File: config.mk
export PLATFORM = sky130hd
export DESIGN_NAME = lsms_sequencer
export DESIGN_NICKNAME = d
export VERILOG_FILES = /design/src/logic/lsms_pkg.sv /design/src/logic/lsms_sequencer.sv
export SDC_FILE = /design/constraint.sdc
export NUM_CORES = 1
export LEC_CHECK = 0
export ABC_AREA = 1
export BUFFER_PORTS_ARGS = -buffer_cell sky130_fd_sc_hd__clkbuf_2
export CAP_MARGIN = 20
export CORE_MARGIN = 3
export CORE_UTILIZATION = 26
export CTS_CLUSTER_SIZE = 10
export DETAILED_ROUTE_END_ITERATION = 16
export GPL_TIMING_DRIVEN = 0
export PLACE_DENSITY = 0.53
export SYNTH_ARGS = -nofsm -noshare
export SYNTH_HDL_FRONTEND = slang
export SYNTH_SLANG_ARGS = --single-unit
File: constraint.sdc
create_clock -name clk -period 2.9 [get_ports clk]
set_input_delay 0.29 -clock clk [delete_from_list [all_inputs] [get_ports clk]]
set_output_delay 0.29 -clock clk [all_outputs]
set_load 0.05 [all_outputs]
File: src/logic/lsms_pkg.sv
package lsms_pkg;

  // command codes written by the host
  localparam logic [7:0] CMD_NOP = 8'h00;
  localparam logic [7:0] CMD_SOFT_RESET = 8'h01;
  localparam logic [7:0] CMD_SINGLE_PROXIMITY = 8'h05;
  localparam logic [7:0] CMD_SINGLE_AMBIENT = 8'h06;
  localparam logic [7:0] CMD_SINGLE_BOTH = 8'h07;
  localparam logic [7:0] CMD_LOOP_PROXIMITY = 8'h0d;
  localparam logic [7:0] CMD_LOOP_AMBIENT = 8'h0e;
  localparam logic [7:0] CMD_LOOP_BOTH = 8'h0f;

  // channel_enable_list bit positions
  localparam int CH_REFLECT_ONE = 0;
  localparam int CH_REFLECT_TWO = 1;
  localparam int CH_REFLECT_THREE = 2;
  localparam int CH_VISIBLE = 4;
  localparam int CH_INFRARED = 5;
  localparam int CH_AUX = 6;

  localparam logic [7:0] UNLOCK_KEY_VALUE = 8'h17;

  // timing: startup sequence length and wake interval unit
  localparam int INIT_TIME_US = 25;
  localparam int CLK_MHZ = 125;
  localparam int INIT_CYCLES = INIT_TIME_US * CLK_MHZ;
  localparam int RATE_UNIT_NS = 256;
  localparam int RATE_UNIT_CYCLES = (RATE_UNIT_NS + 7) / 8;

  localparam logic [3:0] RESP_RESET = 4'h0;

  typedef enum logic [2:0] {
    LSMS_OFF,
    LSMS_INIT,
    LSMS_STANDBY,
    LSMS_PROX,
    LSMS_AMB
  } lsms_state_e;

  typedef struct packed {
    logic valid;
    logic [2:0] chan;
  } lsms_conv_req_s;

  typedef struct packed {
    logic done;
    logic [2:0] chan;
    logic [15:0] data;
  } lsms_conv_done_s;

endpackage

File: src/logic/lsms_sequencer.sv
`timescale 1ns/10ps
module lsms_sequencer #(
  parameter int INIT_CYCLES_P = lsms_pkg::INIT_CYCLES
) (
  input wire logic clk,
  input wire logic srst,
  input wire logic bus_reset,
  input wire logic cmd_write,
  input wire logic [7:0] cmd_code,
  input wire logic [7:0] wake_interval,
  input wire logic [7:0] channel_enable_list,
  input wire logic [7:0] unlock_code_reg,
  input wire logic prox_irq_enable,
  input wire logic amb_irq_enable,
  input wire logic irq_clear,
  output lsms_pkg::lsms_conv_req_s conv_req,
  input wire lsms_pkg::lsms_conv_done_s conv_done,
  output logic [15:0] result [7],
  output logic [7:0] response,
  output logic [2:0] mode,
  output logic regs_ready,
  output logic unlocked,
  output logic irq_o,
  output logic irq_oe
);
  import lsms_pkg::*;

  localparam int INIT_W = $clog2(INIT_CYCLES_P + 1);

  lsms_state_e state;
  logic [INIT_W-1:0] init_cnt;
  logic [2:0] want_prox;
  logic [2:0] want_amb;
  logic [2:0] todo_prox;
  logic [2:0] todo_amb;
  logic loop_prox;
  logic loop_amb;
  logic [7:0] tick_cnt;
  logic [7:0] rate_cnt;
  logic rate_tick;
  logic wake_periodic;
  logic cmd_done;
  logic irq_pend;
  logic [2:0] busy_chan;
  logic busy;

  wire soft_reset = cmd_write && cmd_code == CMD_SOFT_RESET;
  wire in_standby = state == LSMS_STANDBY;

  function automatic logic [2:0] first_set(input logic [2:0] v);
    if (v[0]) return 3'h1;
    if (v[1]) return 3'h2;
    if (v[2]) return 3'h4;
    return 3'h0;
  endfunction

  function automatic logic [2:0] bit_index(input logic [2:0] onehot, input logic [2:0] base);
    if (onehot[0]) return base;
    if (onehot[1]) return 3'(base + 3'h1);
    return 3'(base + 3'h2);
  endfunction

  // main mode machine
  always_ff @(posedge clk) begin
    if (srst) begin
      state <= LSMS_OFF;
      init_cnt <= '0;
    end else if (bus_reset || soft_reset) begin
      state <= LSMS_OFF;
      init_cnt <= '0;
    end else begin
      unique case (state)
        LSMS_OFF: begin
          state <= LSMS_INIT;
        end
        LSMS_INIT: begin
          if (init_cnt == INIT_W'(INIT_CYCLES_P - 1)) begin
            state <= LSMS_STANDBY;
          end
          init_cnt <= init_cnt + 1'b1;
        end
        LSMS_STANDBY: begin
          // only a command, the periodic wake or a bus reset leaves sleep
          if (todo_prox != 3'h0) begin
            state <= LSMS_PROX;
          end else if (todo_amb != 3'h0) begin
            state <= LSMS_AMB;
          end
        end
        LSMS_PROX: begin
          if (todo_prox == 3'h0 && !busy) begin
            state <= (todo_amb != 3'h0) ? LSMS_AMB : LSMS_STANDBY;
          end
        end
        LSMS_AMB: begin
          if (todo_amb == 3'h0 && !busy) begin
            state <= LSMS_STANDBY;
          end
        end
      endcase
    end
  end

  assign want_prox = channel_enable_list[CH_REFLECT_THREE:CH_REFLECT_ONE];
  assign want_amb = channel_enable_list[CH_AUX:CH_VISIBLE];

  // loop flags set by loop commands, cleared by reset
  always_ff @(posedge clk) begin
    if (srst || bus_reset || soft_reset || state == LSMS_OFF) begin
      loop_prox <= 1'b0;
      loop_amb <= 1'b0;
    end else if (cmd_write && in_standby) begin
      if (cmd_code == CMD_LOOP_PROXIMITY || cmd_code == CMD_LOOP_BOTH) begin
        loop_prox <= 1'b1;
      end
      if (cmd_code == CMD_LOOP_AMBIENT || cmd_code == CMD_LOOP_BOTH) begin
        loop_amb <= 1'b1;
      end
    end
  end

  // wake interval timer: rate_tick is a slow enable, zero interval disables
  always_ff @(posedge clk) begin
    if (srst || wake_interval == 8'h00 || !(loop_prox || loop_amb)) begin
      tick_cnt <= '0;
      rate_cnt <= '0;
      rate_tick <= 1'b0;
    end else begin
      rate_tick <= tick_cnt == 8'(RATE_UNIT_CYCLES - 1);
      tick_cnt <= (tick_cnt == 8'(RATE_UNIT_CYCLES - 1)) ? 8'h0 : tick_cnt + 8'h1;
      if (rate_tick) begin
        rate_cnt <= (rate_cnt == wake_interval - 8'h1) ? 8'h0 : rate_cnt + 8'h1;
      end
    end
  end

  assign wake_periodic = rate_tick && rate_cnt == wake_interval - 8'h1 && wake_interval != 8'h00;

  // pending channel lists; a new wake only lands while asleep
  always_ff @(posedge clk) begin
    if (srst || bus_reset || soft_reset || state == LSMS_OFF || state == LSMS_INIT) begin
      todo_prox <= 3'h0;
      todo_amb <= 3'h0;
    end else if (in_standby) begin
      if (cmd_write) begin
        if (cmd_code == CMD_SINGLE_PROXIMITY || cmd_code == CMD_SINGLE_BOTH) begin
          todo_prox <= want_prox[2:0];
        end
        if (cmd_code == CMD_SINGLE_AMBIENT || cmd_code == CMD_SINGLE_BOTH) begin
          todo_amb <= want_amb[2:0];
        end
      end else if (wake_periodic) begin
        todo_prox <= loop_prox ? want_prox[2:0] : 3'h0;
        todo_amb <= loop_amb ? want_amb[2:0] : 3'h0;
      end
    end else if (!busy) begin
      if (state == LSMS_PROX && todo_prox != 3'h0) begin
        todo_prox <= todo_prox & ~first_set(todo_prox);
      end else if (state == LSMS_AMB && todo_amb != 3'h0) begin
        todo_amb <= todo_amb & ~first_set(todo_amb);
      end
    end else if (conv_done.done) begin
      // hold until the converter reports back
    end
  end

  // conversion request issue and tracking
  always_ff @(posedge clk) begin
    if (srst || state == LSMS_OFF) begin
      busy <= 1'b0;
      busy_chan <= 3'h0;
      conv_req <= '0;
    end else begin
      conv_req.valid <= 1'b0;
      if (!busy && state == LSMS_PROX && todo_prox != 3'h0) begin
        busy <= 1'b1;
        busy_chan <= bit_index(first_set(todo_prox), 3'h0);
        conv_req.valid <= 1'b1;
        conv_req.chan <= bit_index(first_set(todo_prox), 3'h0);
      end else if (!busy && state == LSMS_AMB && todo_amb != 3'h0) begin
        busy <= 1'b1;
        busy_chan <= bit_index(first_set(todo_amb), 3'h4);
        conv_req.valid <= 1'b1;
        conv_req.chan <= bit_index(first_set(todo_amb), 3'h4);
      end else if (busy && conv_done.done) begin
        busy <= 1'b0;
      end
    end
  end

  // result registers hold across standby
  always_ff @(posedge clk) begin
    if (srst) begin
      for (int i = 0; i < 7; i++) begin
        result[i] <= 16'h0;
      end
    end else if (busy && conv_done.done) begin
      result[busy_chan] <= conv_done.data;
    end
  end

  // a command completes when its wake returns to sleep
  always_ff @(posedge clk) begin
    if (srst || state == LSMS_OFF) begin
      cmd_done <= 1'b0;
    end else if (cmd_write && in_standby && cmd_code != CMD_NOP) begin
      cmd_done <= 1'b1;
    end else if (in_standby && todo_prox == 3'h0 && todo_amb == 3'h0) begin
      cmd_done <= 1'b0;
    end
  end

  always_ff @(posedge clk) begin
    if (srst || state == LSMS_OFF) begin
      response <= {4'h0, RESP_RESET};
    end else if (cmd_write && in_standby && cmd_code == CMD_NOP) begin
      response <= 8'h00;
    end else if (cmd_done && in_standby && todo_prox == 3'h0 && todo_amb == 3'h0) begin
      response <= {4'h0, response[3:0] + 4'h1};
    end
  end

  // interrupt: set wins over clear, level held through standby
  always_ff @(posedge clk) begin
    if (srst || state == LSMS_OFF) begin
      irq_pend <= 1'b0;
    end else if (busy && conv_done.done &&
                 ((busy_chan < 3'h4 && prox_irq_enable) || (busy_chan >= 3'h4 && amb_irq_enable))) begin
      irq_pend <= 1'b1;
    end else if (irq_clear) begin
      irq_pend <= 1'b0;
    end
  end

  always_ff @(posedge clk) begin
    if (srst) begin
      unlocked <= 1'b0;
    end else begin
      unlocked <= unlock_code_reg == UNLOCK_KEY_VALUE;
    end
  end

  assign irq_o = 1'b0;
  assign irq_oe = irq_pend;
  assign mode = state;
  assign regs_ready = state != LSMS_OFF && state != LSMS_INIT;
endmodule // lsms_sequencer
======== After elaboration in Yosys (flattened, before gate mapping) ========
Cells that the tools add are included.
W data, S select, Z words.
word-level totals
  logic and storage cells ................. 281
  memories kept ........................... 0
  flip-flop bits (word level) ............. 167
  memory bits (writable) .................. 0
  input port bits ......................... 59
  memory bits (read-only) ................. 0
  output and inout bits ................... 131
  bits in latches ......................... 0
operators by class
  bitwise operators ....................... 5
  reduce and logical (&&, ||, !) cells .... 65
  shifts and indexed selects .............. 0
  equality and inequality tests ........... 25
  $mul .................................... 0
  multiplexer cells ....................... 153
  add/sub/neg operators ................... 5
  order comparisons ....................... 4
  div/mod/pow operators ................... 0
operator list
  operator                 count
  $mux W3                  52
  $bwmux W112              1
  $mux W1                  83
  $demux W16 S3            1
  $logic_and A1 B1 Y1      25
  $eq A8 B3 Y1 const B     3
  $eq A8 B4 Y1 const B     3
  $mux W2                  11
  $add A8 B1 Y8 const B    2
  $eq A8 B5 Y1 const B     2
  $logic_not A8 Y1         2
  $mux W16                 1
  $reduce_bool A8 Y1       2
  $pmux W3 S5              1
  $logic_or A1 B1 Y1       14
  $add A12 B1 Y12 const B  1
  $eq A12 B12 Y1 const B   1
  $reduce_bool A3 Y1       4
  $reduce_bool A2 Y1       5
  $logic_not A3 Y1         3
  $eq A8 B1 Y1 const B     1
  $eq A8 B8 Y1             1
  $mux W4                  2
  $mux W8                  1
  22 further kinds         35

======== Longest topological paths before layout ========
  depth in word-level cells ............... 34
  depth in mapped cells ................... 15

======== Worst setup path after synthesis ========
OpenSTA, ideal clock, no wires.
  path type ............................... flip-flop to flip-flop
  start point ............................. reg state[1], in the netlist mode[1]
  end point ............................... reg response[3]
  buffers on the path ..................... 0
  arrival time ............................ 1.825 ns
  clock period less this slack ............ 1.945 ns
  cell stages (with the launch flop) ...... 10
  path slack .............................. 0.955 ns
  path through ............................ dfxtp_1 nand2_1 nor2_4 inv_2 nor3_4 nand2_1 nor2_1 nand3_1 o21ai_0 a21oi_1
on the way
  longest elaborated chain between the ends .. 4
  elaborated cells between the ends (all ways) .. 9
  classes of those cells .................. 1 x eq/ne; 8 x reduce/logical
RTL lines
  element                                                                   line                                          RTL
  from (decl)                                                               lsms_sequencer.sv:30                          lsms_state_e state;
  from (signal assigned)                                                    lsms_sequencer.sv:92                          state <= (todo_amb != 3'h0) ? LSMS_AMB : LSMS_STANDBY;
  $eq A3 B2 Y1                                                              lsms_sequencer.sv:48                          wire in_standby = state == LSMS_STANDBY;
  $logic_and A1 B1 Y1 (on tied branches) (2 in a row)                       lsms_sequencer.sv:216, lsms_sequencer.sv:218
  $reduce_or A2 Y1 (no line) / $logic_and A1 B1 Y1 (equally long branches)  n/a
  to (signal assigned)                                                      lsms_sequencer.sv:215                         response <= {4'h0, RESP_RESET};
  to (signal assigned)                                                      lsms_sequencer.sv:219                         response <= {4'h0, response[3:0] + 4'h1};
  to (decl)                                                                 lsms_sequencer.sv:19                          output logic [7:0] response,
Several ways; a longest one is shown, not always the timed one.
A chain may end at the register's enable or synchronous reset.

======== Worst setup path in the final report ========
  start point ............................. reg busy
  end point ............................... reg result[28] (netlist bit)
on the way
  longest elaborated chain between the ends .. 1
RTL lines
  element                          line                   RTL
  from (decl)                      lsms_sequencer.sv:45   logic busy;
  from (signal assigned)           lsms_sequencer.sv:170  busy <= 1'b0;
  from (signal assigned)           lsms_sequencer.sv:176  busy <= 1'b1;
  from (signal assigned)           lsms_sequencer.sv:181  busy <= 1'b1;
  $logic_and A1 B1 Y1              lsms_sequencer.sv:197  end else if (busy && conv_done.done) begin
  to (signal, indexed assignment)  lsms_sequencer.sv:198  result[busy_chan] <= conv_done.data;
  to (decl)                        lsms_sequencer.sv:18   output logic [15:0] result [7],
Every way passes these cells.

==> results.txt <==
status - finished clean
DR pass1 iterations - 4
asr flop ratio synth - 0
layout cells sized above 1 - 0.220
DRC errors left - 0
routability cong. - 0.799
Synth area leader - dfxtp_1
grt total ovfl - 0
dominant cells by area after synthesis - dfxtp_1 (48%), nor2_1 (15%), o21ai_0 (9.5%), inv_1 (4.5%), nand2_1 (4.5%)
Final Net Count - 1210
Gate Count Post-Synth - 940
syn avg cell area - 7.38 um^2
sequential fraction of the synthesis area - 0.482
drt wl/cell - 14.4 um
Final min period - 2.23 ns
clock skew - 0.0248 ns
Max Cap Viol - 0
Clock Latency Late Sink - 0.44 ns
CP startpoint kind - flop
power density over the cells - 553 mW/mm^2
RSZ-0062 raised after global routing - no
post-CTS setup buffers - 0
vias in the first global route - 6347
H-tree depth - 4
FP Rows - 59
GRT Total Usage - 0.149
Netlist Area Pre-Place - 0.00694 mm^2
CTS tree - built
Initial Utilization - 0.265
crit path DAT - 2.57 ns
post_cts resized - 0
synth cell count leaders - nor2_1 (281), dfxtp_1 (167), o21ai_0 (132)
final setup fails - 0
Max VDD drop - 0.414 mV
Hold Crit Class - in2reg
Hold WS - 0.163 ns
Top FF cell, synth - dfxtp_1
largest net degree at the start of global routing - 20
core footprint - 0.0261 mm^2
# diodes - 0
Total Power - 4930 uW
Core Util, Final - 0.341
first-pass GRT wire length - 34.1 mm
max-slew violations - 0
die area - 0.0287 mm^2
FMAX - 448 MHz
clock tree buffer depth - 2
port bufs - 179
Slew headroom - 0.490
Final period util - 0.769
most frequent cell after synthesis - nor2_1
vias - 6623
Least-Margin Pin Slew - 0.762 ns
crit path max fanout - 10
Yosys warnings - 0
Post-synth EDFFs - 0
final hold vios - 0
Die Width - 169 um
final setup TNS - 0 ns
DRT antenna net count - 0
Unique masters post-synth - 38
Worst setup EP type - flop
Area Growth Syn to Fin - 28.6%
vias per cell - 4.44
Yosys reg bits - 167
critical path data required time - 3.24 ns
initial antenna violation count - 0
Synth top area share - 0.482
Leakage - 0.00412 uW
Filler cells - 2846
io pins - 190
total CTS buffers - 17
kind of critical path - reg2reg
CTS Root Cell - clkbuf_16
WL final - 21.5 mm
Die H - 169 um
DP HPWL - 15.9 mm
Clock Sinks - 167
Detailed Route Iter0 Violations - 343
hold_buf cts - 2
clock slew at reported path FFs - 0.08 ns
## state kept, by name (all words and copies together) (netlist names), 3 cells and up
signal     count
busy_chan      3
todo_prox      3
conv_req       4
mode           3
todo_amb       3
tick_cnt       8
rate_cnt       8
response       4
init_cnt      12
result       112
## cells in the final DEF (no fill, tap or decap), drive strengths merged, types with 3 or more instances in the layout
| master | count |
|---|---|
| nand4 | 8 |
| xnor2 | 5 |
| buf | 11 |
| dfxtp | 167 |
| nor4 | 4 |
| nor3 | 19 |
| nand2 | 86 |
| clkinv | 10 |
| nand3b | 4 |
| o21ai | 134 |
| a21oi | 36 |
| a31oi | 5 |
| clkbuf | 219 |
| nor2 | 291 |
| xor2 | 9 |
| ha | 7 |
| inv | 95 |
| o32ai | 3 |
| nand3 | 27 |
| conb | 5 |
## stage by stage
| stage | setup WS (ns) | area, um^2 | cells |
|---|---|---|---|
| 2_1_floorplan | 0.955 | 6950 | 944 |
| 3_3_place_gp | 0.661 | 8270 | 1458 |
| 3_5_place_dp | 0.644 | 8270 | 1458 |
| 4_1_cts | 0.649 | 8920 | 1492 |
| 5_1_grt | 0.449 | 8920 | 1492 |
| 6_report | 0.669 | 8920 | 1492 |
## final timing paths
kind / startpoint / cells past startpoint / to / slack [ns]
max reg2reg: busy / 6 / result[28] / 0.67
min reg2reg: tick_cnt[0] / 1 / tick_cnt[0] / 0.45
min: irq_clear / 4 / irq_oe / 0.16
max: busy / 6 / result[28] / 0.67
## metal layers
layer	up-vias	routed length, um	GRT usage
met5	-	0	0
met4	0	126	0.0302
met1	3021	9830	0.190
met3	8	1920	0.0601
met2	176	9660	0.241
li1	3418	-	-
## worst max-delay path, cell delays in order (launching register included)
cell and delay (ns):
dfxtp_1 0.53, nand3_1 0.22, nor2_1 0.64, inv_1 0.35, buf_6 0.24, nor2_1 0.10
nor2_1 0.06
## where the power goes
group | leakage (uW) | internal, uW | switching, uW | total, uW
sequential | 0.00134 | 2290 | 5.28 | 2300
clock | 0.000303 | 1260 | 1130 | 2380
combinational | 0.00247 | 71.5 | 180 | 251
## layout make-up
class	count	area, um^2	area share
Sequential cell	167	3340	0.375
Multi-Input combinational cell	651	3090	0.346
Timing Repair Buffer	181	916	0.103
Clock buffer	17	425	0.0477
Tap cell	335	419	0.0470
Inverter	92	345	0.0387
Clock inverter	15	211	0.0237
Buffer	34	176	0.0198
## kinds of logic (layout without fill, tap and decap cells)
| family | after synthesis | count (layout) | share of synthesized area |
|---|---|---|---|
| buffers and inverters | 126 | 339 | 0.0752 |
| DFF | 167 | 167 | 0.482 |
| other | 1 | 5 | 0.000541 |
| adders and majority gates | 7 | 7 | 0.0126 |
| and+or+nand+nor | 443 | 443 | 0.276 |
| AOI/OAI and AO/OA | 182 | 182 | 0.136 |
| xor gates and xnor gates | 14 | 14 | 0.0177 |
Power figures use the tool's default switching activity.
